File: src/pie_regs.vh
// Register map, reset values and field positions for the port and edge interrupt block
// Summary of operation
// [RULE_01] A port-1 line is an input while its direction bit is 1 and a push-pull output of its latch while 0.
// [RULE_02] Chip reset sets every port-1 direction bit to 1, so all port-1 lines start as inputs.
// [RULE_03] A port-1 line raises an external interrupt only while its enable bit is set and it is an input.
// [RULE_04] Port-1 lines 0 to 3 feed interrupt source two and lines 4 to 7 feed interrupt source three.
// [RULE_05] A falling edge on interrupt source three sets flag bit 1 of the event flag register.
// [RULE_06] A falling edge on interrupt source two sets flag bit 0 of the event flag register.
// [RULE_07] Flag bit 2 is set while any caller-ID event flag is set.
// [RULE_08] Flag bit 4 is set when the comparator result bit rises from low to high.
// [RULE_09] Flag bit 3 marks a divider overflow and bits 7 to 5 are unused and read zero.
// [RULE_10] A falling edge on a port-1 pin sets its status bit, which holds until software clears it; reset is zero.
// [RULE_11] Each pull-up enable bit of ports 2, 3 and 4 turns the pull-up on when 1, and all reset to zero.
// [RULE_12] Port 2 has pull-ups and per-bit direction, a 0 direction bit making the line a push-pull output.
// [RULE_13] After reset every port-2 line is an input and the port-2 data register reads all ones.
// [RULE_14] The port-4 direction register resets to all ones and all zeros makes every line an output.
// [RULE_15] Port 4 is bidirectional with pull-ups and its data register resets to all ones.
// [RULE_16] Edge inputs are synchronised to the clock and an edge is a one followed by a zero sample.
`ifndef PIE_REGS_VH
`define PIE_REGS_VH
`define PIE_ADDR_P1_DATA    8'h90
`define PIE_ADDR_P1_DIR     8'h91
`define PIE_ADDR_P1_IRQEN   8'h94
`define PIE_ADDR_EVT_FLAGS  8'h95
`define PIE_ADDR_P1_STATUS  8'h93
`define PIE_ADDR_P2_PULLUP  8'h9e
`define PIE_ADDR_P3_PULLUP  8'h9f
`define PIE_ADDR_P2_DATA    8'ha0
`define PIE_ADDR_P2_DIR     8'ha3
`define PIE_ADDR_P4_PULLUP  8'ha2
`define PIE_ADDR_P3_DATA    8'ha4
`define PIE_ADDR_P4_DATA    8'ha6
`define PIE_ADDR_P4_DIR     8'hae
`define PIE_ADDR_IRQ_MASK   8'ha7
`define PIE_RST_DATA        8'hff
`define PIE_RST_DIR         8'hff
`define PIE_RST_ZERO        8'h00
`define PIE_RST_P1_DATA     8'hff
`define PIE_FLAG_IRQ2       0
`define PIE_FLAG_IRQ3       1
`define PIE_FLAG_CID        2
`define PIE_FLAG_DIV        3
`define PIE_FLAG_COMP       4
`define PIE_FLAG_MASK       8'h1f
`endif

File: src/pie_port_io.v
// Ports 1 to 4 with direction, pull-up, edge status and event flag logic
`include "pie_regs.vh"
module pie_port_io (
    // Clock and reset
    input  wire       clk_sys_i,
    input  wire       nrst_i,
    // Register port
    input  wire [7:0] addr_i,
    input  wire [7:0] wdata_i,
    input  wire       wr_i,
    input  wire       rd_i,
    output reg  [7:0] rdata_o,
    // Port 1 pins
    input  wire [7:0] port_one_pin_i,
    output wire [7:0] port_one_pin_o,
    output wire [7:0] port_one_pin_oe_o,
    // Port 2 pins
    input  wire [7:0] port_two_pin_i,
    output wire [7:0] port_two_pin_o,
    output wire [7:0] port_two_pin_oe_o,
    output wire [7:0] port_two_pullup_o,
    // Port 3 pins
    input  wire [7:0] port_three_pin_i,
    output wire [7:0] port_three_pin_o,
    output wire [7:0] port_three_pin_oe_o,
    output wire [7:0] port_three_pullup_o,
    // Port 4 pins
    input  wire [7:0] port_four_pin_i,
    output wire [7:0] port_four_pin_o,
    output wire [7:0] port_four_pin_oe_o,
    output wire [7:0] port_four_pullup_o,
    // Event sources
    input  wire [4:0] caller_id_event_flag_i,
    input  wire       comparator_result_bit_i,
    input  wire       divider_overflow_flag_i,
    // Interrupt
    output wire       irq_o
);

    reg  [7:0] port_one_data;
    reg  [7:0] port_one_direction;
    reg  [7:0] port_one_irq_enable;
    reg  [7:0] port_one_edge_status;
    reg  [7:0] port_two_data;
    reg  [7:0] port_two_direction;
    reg  [7:0] port_two_pullup_enable;
    reg  [7:0] port_three_data;
    reg  [7:0] port_three_pullup_enable;
    reg  [7:0] port_four_data;
    reg  [7:0] port_four_direction;
    reg  [7:0] port_four_pullup_enable;
    reg  [7:0] external_event_flags;
    reg  [7:0] irq_mask;
    reg  [7:0] p1_sync_a;
    reg  [7:0] p1_sync_b;
    reg  [7:0] p1_prev;
    reg        comp_prev;
    wire [7:0] p1_fall;
    wire [7:0] p1_src;
    wire       ext_irq_source_two;
    wire       ext_irq_source_three;
    reg        src2_prev;
    reg        src3_prev;
    wire [7:0] evt_set;
    reg  [7:0] next_rdata;
    wire [7:0] p1_view;
    wire [7:0] p2_view;
    wire [7:0] p4_view;

    // Port 3 is quasi-bidirectional: a latch bit of 1 lets the pin float high
    assign port_one_pin_o      = port_one_data;
    assign port_one_pin_oe_o   = ~port_one_direction; // [RULE_01]
    assign port_two_pin_o      = port_two_data;
    assign port_two_pin_oe_o   = ~port_two_direction; // [RULE_12]
    assign port_two_pullup_o   = port_two_pullup_enable; // [RULE_11]
    assign port_three_pin_o    = port_three_data;
    assign port_three_pin_oe_o = ~port_three_data;
    assign port_three_pullup_o = port_three_pullup_enable; // [RULE_11]
    assign port_four_pin_o     = port_four_data;
    assign port_four_pin_oe_o  = ~port_four_direction; // [RULE_14]
    assign port_four_pullup_o  = port_four_pullup_enable; // [RULE_11] [RULE_15]

    assign p1_fall = p1_prev & ~p1_sync_b; // [RULE_16]
    // A line takes part only as an enabled input; idle level is high
    assign p1_src = p1_sync_b | ~(port_one_irq_enable & port_one_direction); // [RULE_03]
    assign ext_irq_source_two   = &p1_src[3:0]; // [RULE_04]
    assign ext_irq_source_three = &p1_src[7:4]; // [RULE_04]

    assign evt_set[`PIE_FLAG_IRQ2] = src2_prev & ~ext_irq_source_two; // [RULE_06]
    assign evt_set[`PIE_FLAG_IRQ3] = src3_prev & ~ext_irq_source_three; // [RULE_05]
    assign evt_set[`PIE_FLAG_CID]  = |caller_id_event_flag_i; // [RULE_07]
    assign evt_set[`PIE_FLAG_DIV]  = divider_overflow_flag_i; // [RULE_09]
    assign evt_set[`PIE_FLAG_COMP] = comparator_result_bit_i & ~comp_prev; // [RULE_08]
    assign evt_set[7:5] = 3'h0; // [RULE_09]

    assign irq_o = |(external_event_flags & irq_mask);

    // Two-flop synchroniser; only the second stage is read elsewhere
    always @(posedge clk_sys_i or negedge nrst_i) begin
        if (!nrst_i) begin
            p1_sync_a <= 8'hff;
            p1_sync_b <= 8'hff;
        end else begin
            p1_sync_a <= port_one_pin_i; // [RULE_16]
            p1_sync_b <= p1_sync_a;
        end
    end

    // History resets high, the idle pin level
    always @(posedge clk_sys_i or negedge nrst_i) begin
        if (!nrst_i) begin
            p1_prev <= 8'hff;
        end else begin
            p1_prev <= p1_sync_b; // [RULE_16]
        end
    end

    // Source history for the grouped interrupt edges
    always @(posedge clk_sys_i or negedge nrst_i) begin
        if (!nrst_i) begin
            src2_prev <= 1'b1;
            src3_prev <= 1'b1;
        end else begin
            src2_prev <= ext_irq_source_two;
            src3_prev <= ext_irq_source_three;
        end
    end

    // Comparator history; the input is already synchronous
    always @(posedge clk_sys_i or negedge nrst_i) begin
        if (!nrst_i) begin
            comp_prev <= 1'b0;
        end else begin
            comp_prev <= comparator_result_bit_i;
        end
    end

    // One-hot write select; each register owns its own flop process
    localparam SEL_P1_DATA   = 0;
    localparam SEL_P1_DIR    = 1;
    localparam SEL_P1_IRQEN  = 2;
    localparam SEL_P1_STATUS = 3;
    localparam SEL_EVT_FLAGS = 4;
    localparam SEL_IRQ_MASK  = 5;
    localparam SEL_P2_DATA   = 6;
    localparam SEL_P2_DIR    = 7;
    localparam SEL_P2_PULLUP = 8;
    localparam SEL_P3_DATA   = 9;
    localparam SEL_P3_PULLUP = 10;
    localparam SEL_P4_DATA   = 11;
    localparam SEL_P4_DIR    = 12;
    localparam SEL_P4_PULLUP = 13;
    reg  [13:0] wr_sel;

    always @* begin
        wr_sel = 14'h0000;
        if (wr_i) begin
            if (addr_i == `PIE_ADDR_P1_DATA) begin
                wr_sel[SEL_P1_DATA] = 1'b1;
            end else if (addr_i == `PIE_ADDR_P1_DIR) begin
                wr_sel[SEL_P1_DIR] = 1'b1;
            end else if (addr_i == `PIE_ADDR_P1_IRQEN) begin
                wr_sel[SEL_P1_IRQEN] = 1'b1;
            end else if (addr_i == `PIE_ADDR_P1_STATUS) begin
                wr_sel[SEL_P1_STATUS] = 1'b1;
            end else if (addr_i == `PIE_ADDR_EVT_FLAGS) begin
                wr_sel[SEL_EVT_FLAGS] = 1'b1;
            end else if (addr_i == `PIE_ADDR_IRQ_MASK) begin
                wr_sel[SEL_IRQ_MASK] = 1'b1;
            end else if (addr_i == `PIE_ADDR_P2_DATA) begin
                wr_sel[SEL_P2_DATA] = 1'b1;
            end else if (addr_i == `PIE_ADDR_P2_DIR) begin
                wr_sel[SEL_P2_DIR] = 1'b1;
            end else if (addr_i == `PIE_ADDR_P2_PULLUP) begin
                wr_sel[SEL_P2_PULLUP] = 1'b1;
            end else if (addr_i == `PIE_ADDR_P3_DATA) begin
                wr_sel[SEL_P3_DATA] = 1'b1;
            end else if (addr_i == `PIE_ADDR_P3_PULLUP) begin
                wr_sel[SEL_P3_PULLUP] = 1'b1;
            end else if (addr_i == `PIE_ADDR_P4_DATA) begin
                wr_sel[SEL_P4_DATA] = 1'b1;
            end else if (addr_i == `PIE_ADDR_P4_DIR) begin
                wr_sel[SEL_P4_DIR] = 1'b1;
            end else if (addr_i == `PIE_ADDR_P4_PULLUP) begin
                wr_sel[SEL_P4_PULLUP] = 1'b1;
            end
        end
    end

    // Port-1 output latch
    always @(posedge clk_sys_i or negedge nrst_i) begin
        if (!nrst_i) begin
            port_one_data <= `PIE_RST_P1_DATA;
        end else if (wr_sel[SEL_P1_DATA]) begin
            port_one_data <= wdata_i;
        end
    end

    // Port-1 direction, all inputs after reset
    always @(posedge clk_sys_i or negedge nrst_i) begin
        if (!nrst_i) begin
            port_one_direction <= `PIE_RST_DIR; // [RULE_02]
        end else if (wr_sel[SEL_P1_DIR]) begin
            port_one_direction <= wdata_i; // [RULE_01]
        end
    end

    // Interrupt enable per port-1 line
    always @(posedge clk_sys_i or negedge nrst_i) begin
        if (!nrst_i) begin
            port_one_irq_enable <= `PIE_RST_ZERO;
        end else if (wr_sel[SEL_P1_IRQEN]) begin
            port_one_irq_enable <= wdata_i; // [RULE_03]
        end
    end

    // Mask keeps only the five defined flags
    always @(posedge clk_sys_i or negedge nrst_i) begin
        if (!nrst_i) begin
            irq_mask <= `PIE_RST_ZERO;
        end else if (wr_sel[SEL_IRQ_MASK]) begin
            irq_mask <= wdata_i & `PIE_FLAG_MASK;
        end
    end

    // Port-2 latch
    always @(posedge clk_sys_i or negedge nrst_i) begin
        if (!nrst_i) begin
            port_two_data <= `PIE_RST_DATA; // [RULE_13]
        end else if (wr_sel[SEL_P2_DATA]) begin
            port_two_data <= wdata_i;
        end
    end

    // Port-2 direction
    always @(posedge clk_sys_i or negedge nrst_i) begin
        if (!nrst_i) begin
            port_two_direction <= `PIE_RST_DIR; // [RULE_13]
        end else if (wr_sel[SEL_P2_DIR]) begin
            port_two_direction <= wdata_i; // [RULE_12]
        end
    end

    // Port-2 pull-ups, off after reset
    always @(posedge clk_sys_i or negedge nrst_i) begin
        if (!nrst_i) begin
            port_two_pullup_enable <= `PIE_RST_ZERO; // [RULE_11]
        end else if (wr_sel[SEL_P2_PULLUP]) begin
            port_two_pullup_enable <= wdata_i;
        end
    end

    // Port-3 latch doubles as its drive enable
    always @(posedge clk_sys_i or negedge nrst_i) begin
        if (!nrst_i) begin
            port_three_data <= `PIE_RST_DATA;
        end else if (wr_sel[SEL_P3_DATA]) begin
            port_three_data <= wdata_i;
        end
    end

    // Port-3 pull-ups
    always @(posedge clk_sys_i or negedge nrst_i) begin
        if (!nrst_i) begin
            port_three_pullup_enable <= `PIE_RST_ZERO; // [RULE_11]
        end else if (wr_sel[SEL_P3_PULLUP]) begin
            port_three_pullup_enable <= wdata_i;
        end
    end

    // Port-4 latch
    always @(posedge clk_sys_i or negedge nrst_i) begin
        if (!nrst_i) begin
            port_four_data <= `PIE_RST_DATA; // [RULE_15]
        end else if (wr_sel[SEL_P4_DATA]) begin
            port_four_data <= wdata_i;
        end
    end

    // Port-4 direction
    always @(posedge clk_sys_i or negedge nrst_i) begin
        if (!nrst_i) begin
            port_four_direction <= `PIE_RST_DIR; // [RULE_14]
        end else if (wr_sel[SEL_P4_DIR]) begin
            port_four_direction <= wdata_i; // [RULE_14]
        end
    end

    // Port-4 pull-ups
    always @(posedge clk_sys_i or negedge nrst_i) begin
        if (!nrst_i) begin
            port_four_pullup_enable <= `PIE_RST_ZERO; // [RULE_11]
        end else if (wr_sel[SEL_P4_PULLUP]) begin
            port_four_pullup_enable <= wdata_i;
        end
    end

    // Per-line logic: read view, sticky status, event flags
    genvar gi;
    generate
        for (gi = 0; gi < 8; gi = gi + 1) begin : g_bit
            // Input lines read the pin, output lines their latch
            assign p1_view[gi] = port_one_direction[gi] ? p1_sync_b[gi] : port_one_data[gi];
            assign p2_view[gi] = port_two_direction[gi] ? port_two_pin_i[gi] : port_two_data[gi];
            assign p4_view[gi] = port_four_direction[gi] ? port_four_pin_i[gi] : port_four_data[gi];

            // Set wins over a write-one clear in the same cycle
            always @(posedge clk_sys_i or negedge nrst_i) begin
                if (!nrst_i) begin
                    port_one_edge_status[gi] <= 1'b0; // [RULE_10]
                end else if (p1_fall[gi]) begin
                    port_one_edge_status[gi] <= 1'b1; // [RULE_10]
                end else if (wr_sel[SEL_P1_STATUS] && wdata_i[gi]) begin
                    port_one_edge_status[gi] <= 1'b0;
                end
            end

            always @(posedge clk_sys_i or negedge nrst_i) begin
                if (!nrst_i) begin
                    external_event_flags[gi] <= 1'b0;
                end else if (evt_set[gi]) begin
                    external_event_flags[gi] <= 1'b1;
                end else if (wr_sel[SEL_EVT_FLAGS] && wdata_i[gi]) begin
                    external_event_flags[gi] <= 1'b0;
                end
            end
        end
    endgenerate

    // Read decode; port-1 pin reads return the synchronised level, ports 2 to 4 the live unsynchronised pin
    always @* begin
        if (addr_i == `PIE_ADDR_P1_DATA) begin
            next_rdata = p1_view; // [RULE_01]
        end else if (addr_i == `PIE_ADDR_P1_DIR) begin
            next_rdata = port_one_direction;
        end else if (addr_i == `PIE_ADDR_P1_IRQEN) begin
            next_rdata = port_one_irq_enable;
        end else if (addr_i == `PIE_ADDR_P1_STATUS) begin
            next_rdata = port_one_edge_status;
        end else if (addr_i == `PIE_ADDR_EVT_FLAGS) begin
            next_rdata = external_event_flags;
        end else if (addr_i == `PIE_ADDR_IRQ_MASK) begin
            next_rdata = irq_mask;
        end else if (addr_i == `PIE_ADDR_P2_DATA) begin
            next_rdata = p2_view; // [RULE_12]
        end else if (addr_i == `PIE_ADDR_P2_DIR) begin
            next_rdata = port_two_direction;
        end else if (addr_i == `PIE_ADDR_P2_PULLUP) begin
            next_rdata = port_two_pullup_enable;
        end else if (addr_i == `PIE_ADDR_P3_DATA) begin
            next_rdata = port_three_data & port_three_pin_i;
        end else if (addr_i == `PIE_ADDR_P3_PULLUP) begin
            next_rdata = port_three_pullup_enable;
        end else if (addr_i == `PIE_ADDR_P4_DATA) begin
            next_rdata = p4_view; // [RULE_15]
        end else if (addr_i == `PIE_ADDR_P4_DIR) begin
            next_rdata = port_four_direction;
        end else if (addr_i == `PIE_ADDR_P4_PULLUP) begin
            next_rdata = port_four_pullup_enable;
        end else begin
            next_rdata = 8'h00;
        end
    end

    always @(posedge clk_sys_i or negedge nrst_i) begin
        if (!nrst_i) begin
            rdata_o <= 8'h00;
        end else if (rd_i) begin
            rdata_o <= next_rdata;
        end else begin
            rdata_o <= 8'h00;
        end
    end

endmodule

File: config.mk
export PLATFORM = sky130hd
export DESIGN_NAME = pie_port_io
export DESIGN_NICKNAME = d
export VERILOG_FILES = /design/src/pie_port_io.v
export VERILOG_INCLUDE_DIRS = /design/src
export SDC_FILE = /design/constraint.sdc
export NUM_CORES = 1
export LEC_CHECK = 0
export ABC_AREA = 1
export ABC_CLOCK_PERIOD_IN_PS = 3900
export BUFFER_PORTS_ARGS = -buffer_cell sky130_fd_sc_hd__buf_2
export CAP_MARGIN = 25
export CORE_MARGIN = 2
export CORE_UTILIZATION = 55
export CTS_BUF_LIST = sky130_fd_sc_hd__clkbuf_16
export DETAILED_ROUTE_END_ITERATION = 7
export GPL_ROUTABILITY_DRIVEN = 0
export GPL_TIMING_DRIVEN = 0
export PLACE_DENSITY = 0.82
export SYNTH_ARGS = -nofsm -noshare
export SYNTH_HDL_FRONTEND = slang
export SYNTH_SLANG_ARGS = --single-unit
export TNS_END_PERCENT = 50
File: constraint.sdc
create_clock -name clk_sys_i -period 3.9 [get_ports clk_sys_i]
set_clock_uncertainty 0.2 [all_clocks]
set_input_delay 0.195 -clock clk_sys_i [delete_from_list [all_inputs] [get_ports clk_sys_i]]
set_output_delay 0.195 -clock clk_sys_i [all_outputs]
set_load 0.02 [all_outputs]
==> results of run 1 <==
==> layout by cell type (no fill, tap or decap), drive strengths merged, types with 2 or more instances in the layout <==
master,instances
or2,4
a221oi,6
nor3,3
nor2,82
inv,105
a31oi,2
o21ai,137
dfstp,82
clkbuf,33
dfrtp,59
clkinv,8
dlygate4sd3,24
buf,164
a21oi,15
nand3,27
o31ai,5
o211ai,2
nand4,7
nand2,218
a211oi,3
o22ai,12
clkinvlp,2
==> registers in the layout, summed over array words and instances (netlist names), 5 cells and up <==
signal / cells
port_three_pin_o: 8
rdata_o: 8
port_two_pin_o: 8
irq_mask: 5
port_three_pullup_o: 8
port_four_pullup_o: 8
port_one_irq_enable: 8
port_four_pin_o: 8
port_one_direction: 8
port_one_edge_status: 8
p1_sync_a: 8
port_two_pullup_o: 8
port_one_pin_o: 8
port_four_direction: 8
external_event_flags: 5
p1_prev: 8
p1_sync_b: 8
port_two_direction: 8
==> metrics by stage <==
step	hold slack, ns	power, mW	worst slack [ns]
global route	0.1043	3.503	1.682
global placement	0.1005	1.943	0.6070
floorplan	-0.3006	1.790	2.258
CTS	0.06455	3.394	1.867
finish	0.08834	3.389	1.821
detailed placement	-0.0002280	1.955	1.748
==> routing by layer <==
layer	GRT usage	part of all wire
met2	0.4890	0.46
met1	0.4323	0.41
met3	0.08731	0.099
met5	0	0
met4	0.1220	0.033
==> logic make-up (layout without fill, tap and decap cells) <==
logic type,after synthesis,after routing,synth area share
buffers and inverters,126,337,0.07515
and+or+nand+nor,343,343,0.2218
DFF,141,141,0.5521
AOI/OAI and AO/OA,184,184,0.1509
==> report_power, final <==
part | total, mW | switching (mW) | internal, mW
sequential | 1.61 | 0.0542 | 1.56
clock | 1.43 | 0.585 | 0.847
combinational | 0.342 | 0.226 | 0.116
total | 3.39 | 0.865 | 2.52
==> layout make-up <==
class / instances / share of cell area
flip-flops and latches: 141 / 0.4365
multi-input cells: 527 / 0.2947
repair buffers: 179 / 0.1256
clock buffers: 17 / 0.05114
inverters: 101 / 0.04558
well taps: 143 / 0.02151
plain buffers: 25 / 0.01384
clock inverters: 15 / 0.01113
==> worst paths after layout <==
| kind | start | end | slack (ns) | cells past startpoint |
|---|---|---|---|---|
| worst max-delay path | port_four_direction[7] | rdata_o[7] | 1.82 | 11 |
| worst min-delay path | addr_i[0] | rdata_o[2] | 0.09 | 4 |
| worst max register to register | port_four_direction[7] | rdata_o[7] | 1.82 | 11 |
| worst min register to register | p1_sync_a[5] | p1_sync_b[5] | 0.15 | 0 |
| max in group asynchronous | nrst_i | p1_sync_b[1] | 2.59 | 3 |
| min in group asynchronous | nrst_i | port_three_pullup_o[6] | 0.11 | 2 |
==> timing repair <==
item,in CTS,in global routing
hold buffers,24,0
endpoints found under the setup margin,0,0
endpoints found under the hold margin,100,0
==> worst max-delay path, cell delays in order, from the launching register on <==
cell	delay, ns
dfstp_2	0.56
inv_1	0.06
nand2_1	0.05
nand2_1	0.06
nand2_1	0.06
nand3_1	0.12
nor2_1	0.15
nor2_1	0.06
o21ai_0	0.39
nand2_1	0.11
nand2_1	0.09
a21oi_1	0.05
==> flow_summary.toml, run 1 <==
[routing]
finalWirelength_microns = 19640
avgRoutedWirePerCell_microns = 17.11
via_count = 6409
firstDrtPassIters = 5
postRouteAntennaNets = 0
vias_per_cell = 5.583
drt-initial-drc-count = 702
drc = 0

[status]
status = "finished, final reports clean"

[clock_network]
clock_latency_ns = 0.43
cts_buffer_depth = 2
htree_levels = 4
cts_made_buffers = 17
cts_root_buf = "clkbuf_16"
cts_tree = "built"
path_clk_slew_ns = 0.06
clkSinkCount = 141
cts_setup_buffers = 0
cts_resized = 0

[global_route]
antenna_found_initial = 0
grt_pass1_vias = 6040
grt_max_degree = 82
grt_pass1_wl_microns = 31060
grt.overflow.total = 0
track_usage = 0.3176

[timing]
finalMaxSlewViolations = 0
setup_viol = 0
worst_slew_pin_slew_ns = 0.8799
min_period_ns = 2.079
setup-tns-final_ns = 0
rsz0062_at_grt = "false"
slew_headroom = 0.4134
min_period_over_period = 0.5330
clock.fmax_mhz = 481.0
hold_violations = 0

[logic_synthesis]
synth_most_common_cell = "nand2_1"
yosysTopAreaCellShare = 0.3276
ys_ff_latch = 141
synth_nets = 853
ys.warnings.count = 0
ys.flop_type = "dfstp_2"
synth_top_area_cell = "dfstp_2"
synth.area.top_cells = "dfstp_2 (33%), dfrtp_1 (22%), nand2_1 (12%), o21ai_0 (9.1%), inv_1 (5.0%)"
synth_cell_type_count = 32
syn_area_sq_um = 6576
synth_edf_count = 0
ys_async_sr_fraction = 1.000
synth_cells = 794
synth_common_cells = "nand2_1 (209), o21ai_0 (119), inv_1 (87)"
avgSynthCellArea_sq_um = 8.283
seq_area_frac_synth = 0.5521

[power_and_ir_drop]
leakage_nw = 3.975
ir_worst_vdd_mv = 0.3006
p_per_area_nw_per_um2 = 407.4

[die]
num_rows = 39
initial_core_util = 0.5686
core_area_sq_um = 11560
boundaryPins = 156
die-area_sq_um = 12850
dieHeight_microns = 113.3
die_x_microns = 113.3

[placed_design]
dp_hpwl_microns = 13940
portBuffers = 154
dp_cells = 1092
place_area_sq_um = 7560

[critical_path]
critPathCaptureType = "flip-flop"
cp_max_fo = 4
critPathLaunchType = "flip-flop"
cp.arrival_ns = 2.19
required_ns = 4.01
critPathKind = "flip-flop to flip-flop"

[job]
maxCapViolCount = 0

[cells_and_area]
post-route-util = 0.7192
fin_nets = 1051
nFillCells = 884
drive_gt1_frac = 0.3055
design_area_sq_um = 8318
stdcell_count = 1148
area_delta_synth_final_pct = 26.48
seq_area_sq_um = 3631
diodes = 0
multiInputGateArea_sq_um = 2451

[worst_hold_path]
hp-class = "input pin to flip-flop"
Note: power is estimated with default switching activity, not from simulation.
==> run 2: changes to the inputs <==
- ABC_CLOCK_PERIOD_IN_PS: 3900 -> 2000
- CORE_UTILIZATION: 55 -> 54
- PLACE_DENSITY: 0.82 -> 0.8
- clock period: 3.9 -> 2 ns (I/O delays scaled with it)
==> run 2 against run 1 <==
Net effect: core utilization decreased by 1.5 points; first-iteration DRC count increased by 3.4%; critical path depth decreased by 5; count of clock-buffer cells in the layout unchanged; sequential power increased by 96%; final cell count increased by 0.70%; power increased by 100%; die area increased by 1.8%; via count decreased by 0.58%; combinational power increased by 98%; largest cell class unchanged.
==> flow_summary.toml, run 2 (synthesis results as in run 1) <==
[routing]
met2_length_microns = 9146
via_count = 6372
drt-initial-drc-count = 726
vias_per_cell = 5.512
postRouteAntennaNets = 0
dr.max_layer_used = "met4"
drc = 0
avgRoutedWirePerCell_microns = 17.14
firstDrtPassIters = 5
met3WireLength_microns = 1774
wl_met1_microns = 8138
finalWirelength_microns = 19820

[critical_path]
critPathMaxStageDelay_ns = 0.56
cpMostUsedCell = "dlygate4sd3_1"
cp_max_fo = 1
critPathCaptureType = "flip-flop"
critPathKind = "input pin to flip-flop"
cpMaxStageDelayCell = "dlygate4sd3_1"
required_ns = 2.10
critPathLaunchType = "input pin"
crit_chain = "dlygate4sd3_1 -> buf_2 -> nor2_1 -> dlygate4sd3_1 -> nand3_1 -> dlygate4sd3_1"
cp.arrival_ns = 2.04

[placed_design]
portBuffers = 154
place_area_sq_um = 7565
dp_hpwl_microns = 13840
dp_cells = 1096
pre_cts_ws_ns = -0.02983

[cells_and_area]
stdcell_count = 1156
fin_nets = 1055
layout_commonest_cell = "nand2_1"
diodes = 0
area_delta_synth_final_pct = 28.18
design_area_sq_um = 8429
nFillCells = 959
post-route-util = 0.7047
drive_gt1_frac = 0.3102
final_cell_mix = "nand2_1 (209), buf_2 (158), o21ai_0 (117)"

[timing]
slew_headroom = 0.4236
worst_slew_pin_slew_ns = 0.8646
clock.fmax_mhz = 515.4
min_period_over_period = 0.9702
worst_slack_ns = 0.05960
rsz0062_at_grt = "true"
setup-tns-final_ns = 0
setup_viol = 0
hold_ws_ns = 0.03341
hold_violations = 0
finalMaxSlewViolations = 0
min_period_ns = 1.940

[clock_network]
clock_latency_ns = 0.42
cts_root_buf = "clkbuf_16"
cts_buffer_depth = 2
clkSinkCount = 141
cts_tree = "built"
cts_made_buffers = 17
htree_levels = 4
path_clk_slew_ns = 0.06
cts_setup_buffers = 0

[global_route]
grt_pass1_wl_microns = 31240
antenna_found_initial = 0
grt.overflow.total = 0
grt_max_degree = 93
track_usage = 0.3188
grt_pass1_vias = 6046

[power_and_ir_drop]
total_power_mw = 6.867
p_per_area_nw_per_um2 = 814.7
ir_worst_vdd_mv = 0.5172
leakage_nw = 4.037

[die]
boundaryPins = 156
core_area_sq_um = 11960
dieHeight_microns = 114.4
num_rows = 40
initial_core_util = 0.5498
die_x_microns = 114.4
die-area_sq_um = 13080

[status]
status = "finished, final reports clean"

[worst_hold_path]
hp-class = "input pin to flip-flop"

[job]
maxCapViolCount = 0
-- run 2: final cells by class --
| type | count | area [sq um] | share of cell area |
|---|---|---|---|
| sequential | 141 | 3631 | 0.4308 |
| multi-input combinational | 527 | 2461 | 0.2920 |
| timing repair buffer | 183 | 1087 | 0.1290 |
| clock buffer | 17 | 425.4 | 0.05047 |
| inverter | 101 | 379.1 | 0.04498 |
| tap | 147 | 183.9 | 0.02182 |
| clock inverter | 15 | 142.6 | 0.01692 |
| buffer | 25 | 118.9 | 0.01410 |
-- run 2: critical path, delay by kind of cell --
| family | cells | cell delay, ns |
|---|---|---|
| AND/OR/NAND/NOR | 2 | 0.15 |
| buffers and inverters | 4 | 1.78 |
-- run 2: timing repair --
| item | CTS | global route |
|---|---|---|
| endpoints found under the setup margin | 1 | 24 |
| endpoints found under the hold margin | 126 | 0 |
| gates resized for setup | 1 | 7 |
| hold buffers | 28 | 0 |
-- run 2: final timing paths --
check,startpoint,endpoint,slack [ns],cells after the start
max reg2reg,port_four_direction[0],rdata_o[0],0.07,12
max in group asynchronous,nrst_i,comp_prev,0.52,3
min,wr_i,port_three_pullup_o[0],0.03,4
min reg2reg,p1_sync_a[7],p1_sync_b[7],0.15,0
min in group asynchronous,nrst_i,port_three_pin_o[0],0.15,2
max,caller_id_event_flag_i[0],external_event_flags[2],0.06,6
-- run 2: metal layers --
layer | vias up | track usage
met1 | 2974 | 0.4350
met4 | 0 | 0.1512
met2 | 360 | 0.4897
met3 | 60 | 0.06829
li1 | 2978 | -
met5 | - | 0
-- run 2: report_power, final --
group	switching, mW	internal [mW]	total, mW
sequential	0.106	3.04	3.15
combinational	0.444	0.233	0.677
clock	1.13	1.91	3.04
total	1.68	5.19	6.87
